**config.mk**
```make
export PLATFORM = sky130hd
export DESIGN_NAME = pcm_command_map
export DESIGN_NICKNAME = d
export VERILOG_FILES = /design/src/pcm_pkg.sv /design/src/pcm_command_map.sv
export VERILOG_INCLUDE_DIRS = /design/src
export SDC_FILE = /design/constraint.sdc
export NUM_CORES = 2
export LEC_CHECK = 0
export BUFFER_PORTS_ARGS = -buffer_cell sky130_fd_sc_hd__buf_2
export CORE_MARGIN = 2
export CORE_UTILIZATION = 43
export DETAILED_ROUTE_END_ITERATION = 8
export HOLD_SLACK_MARGIN = 0.06
export PLACE_DENSITY_LB_ADDON = 0.2
export SYNTH_ARGS = -nofsm -noshare
export SYNTH_HDL_FRONTEND = slang
export SYNTH_SLANG_ARGS = --single-unit
```
**constraint.sdc**
```tcl
create_clock -name clk_i -period 10.46 [get_ports clk_i]
set_clock_uncertainty 0.15 [all_clocks]
set_input_delay 0.523 -clock clk_i [delete_from_list [all_inputs] [get_ports clk_i]]
set_output_delay 0.523 -clock clk_i [all_outputs]
set_load 0.05 [all_outputs]
```
**src/pcm_cfg.svh**
```systemverilog
// Command codes, slot layout, reset values and timing counts of the command map.
`ifndef PCM_CFG_SVH
`define PCM_CFG_SVH

// ----------------------------------------------------------------------------
// Command codes
// ----------------------------------------------------------------------------
`define PCM_CMD_PAGE 8'h00
`define PCM_CMD_OPER 8'h01
`define PCM_CMD_ONOFF 8'h02
`define PCM_CMD_CLEAR 8'h03
`define PCM_CMD_WPROT 8'h10
`define PCM_CMD_STORE 8'h15
`define PCM_CMD_RESTORE 8'h16
`define PCM_CMD_CAPAB 8'h19
`define PCM_CMD_VMODE 8'h20
`define PCM_CMD_VNOM 8'h21
`define PCM_CMD_VMAX 8'h24
`define PCM_CMD_MHIGH 8'h25
`define PCM_CMD_MLOW 8'h26
`define PCM_CMD_SLEW 8'h27
`define PCM_CMD_FREQ 8'h33
`define PCM_CMD_VINON 8'h35
`define PCM_CMD_VINOFF 8'h36
`define PCM_CMD_GAIN 8'h38
`define PCM_CMD_OVLIM 8'h40
`define PCM_CMD_OVACT 8'h41
`define PCM_CMD_OVWARN 8'h42
`define PCM_CMD_UVWARN 8'h43
`define PCM_CMD_UVLIM 8'h44
`define PCM_CMD_UVACT 8'h45
`define PCM_CMD_OCLIM 8'h46
`define PCM_CMD_RSV_LO 8'hd0

// ----------------------------------------------------------------------------
// Storage slots: byte registers first, words from PCM_SLOT_FIRST_WORD upward
// ----------------------------------------------------------------------------
`define PCM_NSLOT 20
`define PCM_SLOT_PAGE 5'd0
`define PCM_SLOT_OPER 5'd1
`define PCM_SLOT_ONOFF 5'd2
`define PCM_SLOT_WPROT 5'd3
`define PCM_SLOT_OVACT 5'd4
`define PCM_SLOT_UVACT 5'd5
`define PCM_SLOT_VNOM 5'd6
`define PCM_SLOT_VMAX 5'd7
`define PCM_SLOT_MHIGH 5'd8
`define PCM_SLOT_MLOW 5'd9
`define PCM_SLOT_SLEW 5'd10
`define PCM_SLOT_FREQ 5'd11
`define PCM_SLOT_VINON 5'd12
`define PCM_SLOT_VINOFF 5'd13
`define PCM_SLOT_GAIN 5'd14
`define PCM_SLOT_OVLIM 5'd15
`define PCM_SLOT_OVWARN 5'd16
`define PCM_SLOT_UVWARN 5'd17
`define PCM_SLOT_UVLIM 5'd18
`define PCM_SLOT_OCLIM 5'd19
`define PCM_SLOT_FIRST_WORD 5'd6

// ----------------------------------------------------------------------------
// Reset values and fixed read values
// ----------------------------------------------------------------------------
`define PCM_DEF_BYTES {16'h00b8, 16'h00b8, 16'h0000, 16'h001e, 16'h0080, 16'h0000}
`define PCM_DEF_WORDS_LO {16'hbb9a, 16'hcb00, 16'hcb40, 16'hfabc, 16'haa00, 16'h0f33, 16'h10cd, 16'h5800, 16'h1000}
`define PCM_DEF_WORDS_HI {16'hdbb8, 16'h0e66, 16'h0ecd, 16'h1133, 16'h119a}
`define PCM_CAPAB_VALUE 16'h00b0
`define PCM_VMODE_VALUE 16'h0014

// ----------------------------------------------------------------------------
// Protection levels and timing
// ----------------------------------------------------------------------------
`define PCM_WP_ALL 7
`define PCM_WP_OPER 6
`define PCM_WP_NOM 5
`define PCM_CLK_HZ 25000000
`define PCM_MS_PER_S 1000
`define PCM_PKT_TIMEOUT_MS 20

`endif

```
**src/pcm_pkg.sv**
```systemverilog
// Types shared by the command map and its neighbours.
package pcm_pkg;
`include "pcm_cfg.svh"

   typedef enum logic [1:0] {PCM_SEND = 2'b00, PCM_BYTE = 2'b01, PCM_WORD = 2'b10} pcm_len_type;

   typedef struct packed {
      logic valid;
      logic write;
      pcm_len_type len;
      logic [7:0] code;
      logic [15:0] wdata;
   } pcm_req_type;

   typedef struct packed {
      logic done;
      logic busy;
      logic fault;
      logic [15:0] rdata;
   } pcm_rsp_type;

   typedef struct packed {
      logic cml;
      logic busy;
      logic ov_fault;
      logic ov_warn;
      logic uv_warn;
      logic uv_fault;
      logic oc_fault;
   } pcm_status_type;

   typedef enum logic [2:0] {PCM_IDLE = 3'b001, PCM_STORE = 3'b010, PCM_RESTORE = 3'b100} pcm_state_type;

   typedef struct packed {
      pcm_state_type st;
      logic [4:0] idx;
      logic [`PCM_NSLOT-1:0][15:0] regs;
      logic [`PCM_NSLOT-1:0][15:0] nonvolatile_backed;
      pcm_status_type status;
      pcm_rsp_type rsp;
      logic run_m;
      logic run_s;
      logic vin_ok;
      logic latched_off;
      logic conv_en;
      logic [15:0] vout_ramp;
      logic [31:0] slew_acc;
      logic [31:0] pkt_cnt;
      logic pkt_live;
      logic pkt_to;
   } pcm_core_type;
endpackage

```
**src/pcm_command_map.sv**
```systemverilog
// Command-code register map of a step-down controller behind a packet framer.
`include "pcm_cfg.svh"

module pcm_command_map #(
   parameter int unsigned PKT_TIMEOUT_CYC = `PCM_PKT_TIMEOUT_MS * (`PCM_CLK_HZ / `PCM_MS_PER_S),
   parameter int unsigned CYC_PER_MS = `PCM_CLK_HZ / `PCM_MS_PER_S
) (
   input wire logic clk_i,
   input wire logic rst_n_i,
   input wire logic ce_i,
   input wire logic frame_start_i,
   input wire pcm_pkg::pcm_req_type req_i,
   input wire logic run_pin_i,
   input wire logic [15:0] vin_l11_i,
   input wire logic [15:0] vout_l16_i,
   input wire logic [15:0] iout_l11_i,
   output pcm_pkg::pcm_rsp_type rsp_o,
   output logic busy_o,
   output logic pkt_timeout_o,
   output pcm_pkg::pcm_status_type status_o,
   output logic convert_en_o,
   output logic [15:0] vout_target_o,
   output logic [15:0] switch_freq_o,
   output logic [15:0] current_gain_o
);
   import pcm_pkg::*;

   // -------------------------------------------------------------------------
   // Decoding helpers
   // -------------------------------------------------------------------------
   localparam logic [`PCM_NSLOT-1:0][15:0] DEF = {`PCM_DEF_WORDS_HI, `PCM_DEF_WORDS_LO, `PCM_DEF_BYTES};
   localparam logic [4:0] LAST_SLOT = 5'(`PCM_NSLOT - 1);

   // Bit 5 of the result says the code names a stored setting.
   function automatic logic [5:0] slot_of(input logic [7:0] c);
      logic [5:0] r;
      r = 6'h00;
      if (c == `PCM_CMD_PAGE) r = {1'b1, `PCM_SLOT_PAGE};
      else if (c == `PCM_CMD_OPER) r = {1'b1, `PCM_SLOT_OPER};
      else if (c == `PCM_CMD_ONOFF) r = {1'b1, `PCM_SLOT_ONOFF};
      else if (c == `PCM_CMD_WPROT) r = {1'b1, `PCM_SLOT_WPROT};
      else if (c == `PCM_CMD_OVACT) r = {1'b1, `PCM_SLOT_OVACT};
      else if (c == `PCM_CMD_UVACT) r = {1'b1, `PCM_SLOT_UVACT};
      else if (c == `PCM_CMD_VNOM) r = {1'b1, `PCM_SLOT_VNOM};
      else if (c == `PCM_CMD_VMAX) r = {1'b1, `PCM_SLOT_VMAX};
      else if (c == `PCM_CMD_MHIGH) r = {1'b1, `PCM_SLOT_MHIGH};
      else if (c == `PCM_CMD_MLOW) r = {1'b1, `PCM_SLOT_MLOW};
      else if (c == `PCM_CMD_SLEW) r = {1'b1, `PCM_SLOT_SLEW};
      else if (c == `PCM_CMD_FREQ) r = {1'b1, `PCM_SLOT_FREQ};
      else if (c == `PCM_CMD_VINON) r = {1'b1, `PCM_SLOT_VINON};
      else if (c == `PCM_CMD_VINOFF) r = {1'b1, `PCM_SLOT_VINOFF};
      else if (c == `PCM_CMD_GAIN) r = {1'b1, `PCM_SLOT_GAIN};
      else if (c == `PCM_CMD_OVLIM) r = {1'b1, `PCM_SLOT_OVLIM};
      else if (c == `PCM_CMD_OVWARN) r = {1'b1, `PCM_SLOT_OVWARN};
      else if (c == `PCM_CMD_UVWARN) r = {1'b1, `PCM_SLOT_UVWARN};
      else if (c == `PCM_CMD_UVLIM) r = {1'b1, `PCM_SLOT_UVLIM};
      else if (c == `PCM_CMD_OCLIM) r = {1'b1, `PCM_SLOT_OCLIM};
      slot_of = r;
   endfunction

   function automatic logic is_word(input logic [4:0] s);
      is_word = (s >= `PCM_SLOT_FIRST_WORD);
   endfunction

   // The protection byte is a level: the highest set bit decides what stays writable.
   function automatic logic write_ok(input logic [7:0] wp, input logic [4:0] s);
      logic base;
      base = (s == `PCM_SLOT_WPROT);
      if (wp[`PCM_WP_ALL]) write_ok = base;
      else if (wp[`PCM_WP_OPER]) write_ok = base || s == `PCM_SLOT_OPER || s == `PCM_SLOT_PAGE;
      else if (wp[`PCM_WP_NOM]) write_ok = base || s == `PCM_SLOT_OPER || s == `PCM_SLOT_PAGE ||
                                          s == `PCM_SLOT_ONOFF || s == `PCM_SLOT_VNOM;
      else write_ok = 1'b1;
   endfunction

   // Linear 5/11 word as a signed value with ten fraction bits.
   function automatic logic signed [47:0] l11_val(input logic [15:0] w);
      logic signed [6:0] sh;
      logic signed [47:0] m;
      sh = {{2{w[15]}}, w[15:11]} + 7'sd10;
      m = {{37{w[10]}}, w[10:0]};
      if (sh[6]) l11_val = m >>> (-sh);
      else l11_val = m <<< sh;
   endfunction

   // -------------------------------------------------------------------------
   // State
   // -------------------------------------------------------------------------
   pcm_core_type q;
   pcm_core_type n;
   pcm_status_type set;
   logic clr;
   logic cml;
   logic take;
   logic [5:0] hit;
   logic [4:0] slot;
   logic [7:0] op;
   logic [7:0] cfg;
   logic run_act;
   logic want_on;
   logic [15:0] sel;
   logic [15:0] tgt;
   logic [15:0] vout;
   logic signed [47:0] rate48;
   logic [31:0] rate;
   logic ov;
   logic uv;
   logic trip;

   // A request counts only inside a live packet; late or stray ones are dropped.
   assign take = req_i.valid && q.pkt_live;
   assign hit = slot_of(req_i.code);
   assign slot = hit[4:0];
   assign vout = vout_l16_i;

   always_comb
   begin
      n = q;
      set = '0;
      clr = 1'b0;
      cml = 1'b0;
      n.rsp.done = 1'b0;
      n.rsp.busy = 1'b0;
      n.rsp.fault = 1'b0;
      n.pkt_to = 1'b0;
      n.run_m = run_pin_i;
      n.run_s = q.run_m;

      // ----------------------------------------------------------------------
      // Packet timer
      // ----------------------------------------------------------------------
      if (frame_start_i)
      begin
         n.pkt_live = 1'b1;
         n.pkt_cnt = '0;
      end
      else if (q.pkt_live)
      begin
         if (q.pkt_cnt >= PKT_TIMEOUT_CYC - 1)
         begin
            n.pkt_live = 1'b0;
            n.pkt_to = 1'b1;
         end
         else
            n.pkt_cnt = q.pkt_cnt + 32'd1;
      end

      // ----------------------------------------------------------------------
      // Command execution
      // ----------------------------------------------------------------------
      if (take)
      begin
         n.pkt_live = 1'b0;
         n.pkt_to = 1'b0;
         n.rsp.done = 1'b1;
         n.rsp.rdata = 16'h0000;
         if (q.st != PCM_IDLE)
         begin
            n.rsp.busy = 1'b1;
            set.busy = 1'b1;
         end
         else if (req_i.code == `PCM_CMD_CLEAR)
         begin
            if (req_i.write && req_i.len == PCM_SEND) clr = 1'b1;
            else cml = 1'b1;
         end
         else if (req_i.code == `PCM_CMD_STORE || req_i.code == `PCM_CMD_RESTORE)
         begin
            if (req_i.write && req_i.len == PCM_SEND)
            begin
               n.st = (req_i.code == `PCM_CMD_STORE) ? PCM_STORE : PCM_RESTORE;
               n.idx = '0;
            end
            else
               cml = 1'b1;
         end
         else if (req_i.code == `PCM_CMD_CAPAB || req_i.code == `PCM_CMD_VMODE)
         begin
            if (!req_i.write && req_i.len == PCM_BYTE)
               n.rsp.rdata = (req_i.code == `PCM_CMD_CAPAB) ? `PCM_CAPAB_VALUE : `PCM_VMODE_VALUE;
            else
               cml = 1'b1;
         end
         else if (hit[5])
         begin
            if (req_i.len != (is_word(slot) ? PCM_WORD : PCM_BYTE))
               cml = 1'b1;
            else if (!req_i.write)
               n.rsp.rdata = q.regs[slot];
            else if (!write_ok(q.regs[`PCM_SLOT_WPROT][7:0], slot))
               cml = 1'b1;
            else
               n.regs[slot] = is_word(slot) ? req_i.wdata : {8'h00, req_i.wdata[7:0]};
         end
         else
            cml = 1'b1;
         if (cml)
         begin
            n.rsp.fault = 1'b1;
            set.cml = 1'b1;
         end
      end

      // ----------------------------------------------------------------------
      // Nonvolatile walker, one slot per cycle
      // ----------------------------------------------------------------------
      case (q.st)
         PCM_STORE:
         begin
            n.nonvolatile_backed[q.idx] = q.regs[q.idx];
         end
         PCM_RESTORE:
         begin
            // The page selector is volatile and keeps its value.
            if (q.idx != `PCM_SLOT_PAGE) n.regs[q.idx] = q.nonvolatile_backed[q.idx];
         end
         default:
         begin
         end
      endcase
      if (q.st != PCM_IDLE)
      begin
         if (q.idx == LAST_SLOT)
         begin
            n.st = PCM_IDLE;
            n.idx = '0;
         end
         else
            n.idx = q.idx + 5'd1;
      end

      // ----------------------------------------------------------------------
      // Conversion control
      // ----------------------------------------------------------------------
      if (l11_val(vin_l11_i) >= l11_val(q.regs[`PCM_SLOT_VINON])) n.vin_ok = 1'b1;
      else if (l11_val(vin_l11_i) <= l11_val(q.regs[`PCM_SLOT_VINOFF])) n.vin_ok = 1'b0;
      op = q.regs[`PCM_SLOT_OPER][7:0];
      cfg = q.regs[`PCM_SLOT_ONOFF][7:0];
      run_act = cfg[1] ? q.run_s : ~q.run_s;
      want_on = ~cfg[4] | ((~cfg[3] | op[7]) & (~cfg[2] | run_act));

      ov = vout > q.regs[`PCM_SLOT_OVLIM];
      uv = q.conv_en && (vout < q.regs[`PCM_SLOT_UVLIM]);
      set.ov_fault = ov;
      set.uv_fault = uv;
      set.ov_warn = vout > q.regs[`PCM_SLOT_OVWARN];
      set.uv_warn = q.conv_en && (vout < q.regs[`PCM_SLOT_UVWARN]);
      set.oc_fault = l11_val(iout_l11_i) > l11_val(q.regs[`PCM_SLOT_OCLIM]);
      trip = (ov && q.regs[`PCM_SLOT_OVACT][7:6] != 2'b00) || (uv && q.regs[`PCM_SLOT_UVACT][7:6] != 2'b00);
      // A trip beats a clear in the same cycle, so a live fault cannot slip through.
      n.latched_off = trip || (q.latched_off && !clr && want_on);
      n.conv_en = want_on && q.vin_ok && !q.latched_off;

      // Flags set by hardware survive a clear in the same cycle.
      n.status = clr ? set : (q.status | set);

      // ----------------------------------------------------------------------
      // Set point selection and slew
      // ----------------------------------------------------------------------
      if (op[5:4] == 2'b10) sel = q.regs[`PCM_SLOT_MHIGH];
      else if (op[5:4] == 2'b01) sel = q.regs[`PCM_SLOT_MLOW];
      else sel = q.regs[`PCM_SLOT_VNOM];
      tgt = (sel > q.regs[`PCM_SLOT_VMAX]) ? q.regs[`PCM_SLOT_VMAX] : sel;

      // Rate in output steps per millisecond; capped at one step per clock.
      rate48 = l11_val(q.regs[`PCM_SLOT_SLEW]) <<< 2;
      if (rate48 > $signed({16'h0000, CYC_PER_MS})) rate = CYC_PER_MS;
      else if (rate48 < 0) rate = 32'd0;
      else rate = rate48[31:0];

      if (!q.conv_en)
      begin
         n.vout_ramp = 16'h0000;
         n.slew_acc = '0;
      end
      else if (rate == 32'd0 || q.vout_ramp == tgt)
      begin
         n.vout_ramp = tgt;
         n.slew_acc = '0;
      end
      else if (q.slew_acc + rate >= CYC_PER_MS)
      begin
         n.slew_acc = q.slew_acc + rate - CYC_PER_MS;
         n.vout_ramp = (q.vout_ramp < tgt) ? q.vout_ramp + 16'd1 : q.vout_ramp - 16'd1;
      end
      else
         n.slew_acc = q.slew_acc + rate;
   end

   always_ff @(posedge clk_i or negedge rst_n_i)
   begin
      if (!rst_n_i)
      begin
         q <= '0;
         q.st <= PCM_RESTORE;
         q.regs <= DEF;
         q.nonvolatile_backed <= DEF;
      end
      else if (ce_i)
         q <= n;
   end

   // -------------------------------------------------------------------------
   // Outputs
   // -------------------------------------------------------------------------
   assign rsp_o = q.rsp;
   assign busy_o = (q.st != PCM_IDLE);
   assign pkt_timeout_o = q.pkt_to;
   assign status_o = q.status;
   assign convert_en_o = q.conv_en;
   assign vout_target_o = q.vout_ramp;
   assign switch_freq_o = q.regs[`PCM_SLOT_FREQ];
   assign current_gain_o = q.regs[`PCM_SLOT_GAIN];

   // -------------------------------------------------------------------------
   // Checks
   // -------------------------------------------------------------------------
   a_reserved_code: assert property (@(posedge clk_i) disable iff (!rst_n_i)
      (ce_i && take && q.st == PCM_IDLE && req_i.code >= `PCM_CMD_RSV_LO) |=> (q.rsp.fault && q.status.cml))
      else $error("reserved code not faulted");

   a_unsupported_code: assert property (@(posedge clk_i) disable iff (!rst_n_i)
      (ce_i && take && q.st == PCM_IDLE && req_i.code == 8'h04 && req_i.write)
      |=> (q.rsp.fault && $stable(q.regs)))
      else $error("unsupported code acted on");

   a_busy_refusal: assert property (@(posedge clk_i) disable iff (!rst_n_i)
      (ce_i && take && q.st != PCM_IDLE) |=> (q.rsp.busy && !q.rsp.fault && q.status.busy))
      else $error("busy request not refused");

   a_mode_exponent: assert property (@(posedge clk_i) disable iff (!rst_n_i)
      (ce_i && take && q.st == PCM_IDLE && !req_i.write && req_i.len == PCM_BYTE && req_i.code == `PCM_CMD_VMODE)
      |=> (q.rsp.rdata == 16'h0014))
      else $error("mode byte wrong");

   a_protocol_feature_summary_value: assert property (@(posedge clk_i) disable iff (!rst_n_i)
      (ce_i && take && q.st == PCM_IDLE && !req_i.write && req_i.len == PCM_BYTE && req_i.code == `PCM_CMD_CAPAB)
      |=> (q.rsp.rdata == 16'h00b0 && !q.rsp.fault))
      else $error("protocol_feature_summary byte wrong");

   a_clear_faults: assert property (@(posedge clk_i) disable iff (!rst_n_i)
      (ce_i && clr && set == '0) |=> (q.status == '0))
      else $error("faults not cleared");

   a_store_copy: assert property (@(posedge clk_i) disable iff (!rst_n_i)
      (ce_i && q.st == PCM_STORE && q.idx == LAST_SLOT) |=> (q.nonvolatile_backed == $past(q.regs) && q.st == PCM_IDLE))
      else $error("store did not copy settings");

   a_protect_block: assert property (@(posedge clk_i) disable iff (!rst_n_i)
      (ce_i && take && q.st == PCM_IDLE && req_i.write && req_i.code == `PCM_CMD_VNOM && req_i.len == PCM_WORD &&
       q.regs[`PCM_SLOT_WPROT][`PCM_WP_ALL]) |=> (q.rsp.fault && $stable(q.regs[`PCM_SLOT_VNOM])))
      else $error("protected write accepted");

   a_slew_step: assert property (@(posedge clk_i) disable iff (!rst_n_i)
      (ce_i && q.conv_en && n.conv_en) |=>
      ($stable(q.vout_ramp) ||
       q.vout_ramp == $past(q.vout_ramp) - 16'd1 || q.vout_ramp == $past(q.vout_ramp) + 16'd1 ||
       q.vout_ramp == $past(tgt)))
      else $error("output moved faster than one step");

   a_vin_turn_on: assert property (@(posedge clk_i) disable iff (!rst_n_i)
      (ce_i && l11_val(vin_l11_i) >= l11_val(q.regs[`PCM_SLOT_VINON])) |=> q.vin_ok)
      else $error("input threshold ignored");

   a_ov_shutdown: assert property (@(posedge clk_i) disable iff (!rst_n_i)
      (ce_i && ov && q.regs[`PCM_SLOT_OVACT][7:6] != 2'b00) ##1 ce_i |=> !q.conv_en)
      else $error("overvoltage did not shut down");

   a_timeout_drop: assert property (@(posedge clk_i) disable iff (!rst_n_i)
      (ce_i && q.pkt_to) |-> (!q.pkt_live && !q.rsp.done))
      else $error("timed out packet still live");
endmodule

```
==> metrics.txt <==
DR iter-0 viols between 6k and 7k; mux contribution to synthesized area 0.162; ys async rst share 1.00; DRC 0; dpl cells 7,765; element type at the critical path end flip-flop; DR WL/cell 26.5 µm; fraction of layout cells with a size suffix above 1 0.186; dpl ws ~1700 ps; max_cap viols 0; Final Hold Viols 0; largest net degree at the start of global routing 174; Worst-Skew Late Latency ~750 ps; Worst setup SP type flip-flop; Vias between 50k and 60k; DIE HEIGHT 368 µm; Setup TNS 0 ps; clk slew on worst S/H paths around 70 ps; total routed wirelength 211,000 µm; first-pass GRT wire length 315,000 µm; Max Fclk 111 MHz; PwrDens about 170 mW/mm²; Post-Synth XOR/XNOR Area 0.0164; row count 133; Post-Synth Simple-Gate Area 0.150; Worst Hold Class in -> reg; H-Tree Depth 3; post-route minimum period between 9000 and 10,000 ps; Num CTS Buffers 91; largest fanout on the critical path 19; TritonCTS clock tree built; Post-synth EDFFs 0; Leak Pwr 25.6 nW; Core ar. 0.131 mm²; Worst-Margin Slew 1320 ps; final setup fails 0; vias per std cell 6.49; Die Wd 368 µm; CP Data Required Time 10,910 ps; Slew Limit Fails 0; Starting Density 0.434; routability cong. 0.995; status finished clean; final core utilization 0.473; grt total ovfl 0; main combinational cell family by area after synthesis compound AO/OA/AOI/OAI gates; Arr. time, crit path 9480 ps; Setup CP Type reg -> reg; vias in the first global route just under 50k; relative slew slack 0.118; CTS root buf clkbuf_16; GRT Util Overall 0.304; Synth Flop Type dfrtp_1; Yosys cell types 104; clock buffer depth 3; P&R area growth vs syn 9.19%; YS warnings 0; antenna violations before repair 17; Port Buffers 157; mean post-synth cell area roughly 9.1 µm²; post-route setup slack 1430 ps; antenna-violating nets left 0; die area about 0.14 mm²; peak supply drop 181 µV; drt first pass iters 7; Synth Cell Area 0.0570 mm²; Final #Nets between 6k and 7k; flops & latches, synth 759; I/O pins about 160; HPWL after DPL between 150,000 and 200,000 µm; period utilization 0.863; Finished Layout Cells 7,956; Post-Synth Adder-Cell Area 0.0650; Final Power around 0.010 W; Clock Sinks 759; RSZ-0062 raised after global routing false; compound-cell area share of the yosys netlist 0.216; register area share after synthesis 0.338; cell count after synthesis 6,248
## flip-flops by register name, summed over array words and instances (netlist names)
signal          cells
q                 666
rsp_o              19
current_gain_o     16
switch_freq_o      16
vout_target_o      16
cfg                 8
op                  8
status_o            7
convert_en_o        1
n                   1
pkt_timeout_o       1
## power breakdown
part / switching (W) / internal [W] / leakage (nW)
Combinational: 0.00259 / 0.00130 / 14.6
Clock: 0.00141 / 0.00190 / 1.49
Sequential: 0.000238 / 0.00305 / 9.45
Total: 0.00424 / 0.00624 / 25.6
## cell usage in the layout, fill, tap and decap left out, types with 77 or more instances in the layout
| cell type | instances |
|---|---|
| a21o_1 | 99 |
| a21oi_1 | 379 |
| a221oi_1 | 212 |
| buf_2 | 155 |
| buf_4 | 135 |
| clkbuf_16 | 91 |
| dfrtp_1 | 546 |
| dfstp_2 | 209 |
| ha_1 | 292 |
| inv_1 | 155 |
| mux2i_1 | 173 |
| mux4_2 | 298 |
| nand2_1 | 760 |
| nand3_1 | 77 |
| nor2_1 | 597 |
| nor3_1 | 80 |
| o21ai_0 | 630 |
## worst max-delay path, stage by stage (launching register included)
cell       delay [ps]
dfstp_2           650
ha_1              440
xor2_2            750
xnor2_1           430
o211ai_1          270
o21ai_0           190
a2111oi_1         510
nand3_1           160
o21ba_2           250
nor2_1            110
buf_4             170
nand2_1           140
nor2_1            140
ha_1              280
o21ai_0           250
o21ai_0           180
a211oi_2          440
a211oi_1          210
o21ai_0           560
mux2i_1           280
or3b_4            420
or4_4             570
o41ai_4           880
buf_4             290
nand2_1            60
o311ai_0           90
## final timing paths
| kind | end | slack [ps] | from | depth (start not counted) |
|---|---|---|---|---|
| min in group asynchronous | q[700] | 170 | rst_n_i | 2 |
| worst min-delay path | q[1] | 140 | ce_i | 2 |
| worst max-delay path | vout_target_o[1] | 1430 | q[606] | 25 |
| max in group asynchronous | q[178] | 7390 | rst_n_i | 5 |
| worst max register to register | vout_target_o[1] | 1430 | q[606] | 25 |
| worst min register to register | q[214] | 320 | q[214] | 2 |
## cell families (layout without fill, tap and decap cells)
logic type	count (synthesis)	count (layout)
other	1	22
XOR/XNOR	106	106
AO/OA/AOI/OAI	1912	1912
buffers and inverters	713	645
multiplexers	540	540
adder cells (fa/ha/maj)	295	295
flip-flops	759	759
AND/OR/NAND/NOR	1922	1922
## cell usage after synthesis (155+ instances only)
library cell	n	area, µm²
mux2i_1	174	1740
ha_1	292	3650
dfstp_2	209	5490
o21ai_0	646	3230
a221oi_1	212	1860
a21oi_1	396	1980
inv_1	155	582
nor2_1	608	2280
clkbuf_1	392	1470
dfrtp_1	550	13800
nand2_1	760	2850
mux4_2	298	6710
## per-stage QoR
stage	area (µm²)	hold slack, ps
after CTS	62200	86.1
after floorplan	57000	77.4
after global routing	62200	123
after detailed placement	59000	314
after global placement	59000	306
final	62200	139
## area by class of cell
type                       count  area (µm²)
inverter                     166         626
antenna                        6        15.0
fill                       12600       69200
clock buffer                 144        2680
clock inverter                28         399
tap                         1755        2200
multi-input combinational   4791       35100
timing repair buffer         307        1990
sequential                   759       19300
## metal layers
| metal | vias to the layer above | global-route usage | part of all wire |
|---|---|---|---|
| met1 | 25500 | 0.425 | 0.42 |
| met2 | 2720 | 0.453 | 0.43 |
| li1 | 22900 | - | - |
| met3 | 496 | 0.0731 | 0.10 |
| met4 | 6 | 0.117 | 0.044 |
| met5 | - | 0 | 0.00017 |
## repair_timing
item,in CTS,in global routing
hold buffers,13,0
setup endpoints to repair,0,0
resized for setup,0,0
hold endpoints to repair,88,0
setup buffers,0,0
Note: power is estimated with default switching activity, not from simulation.
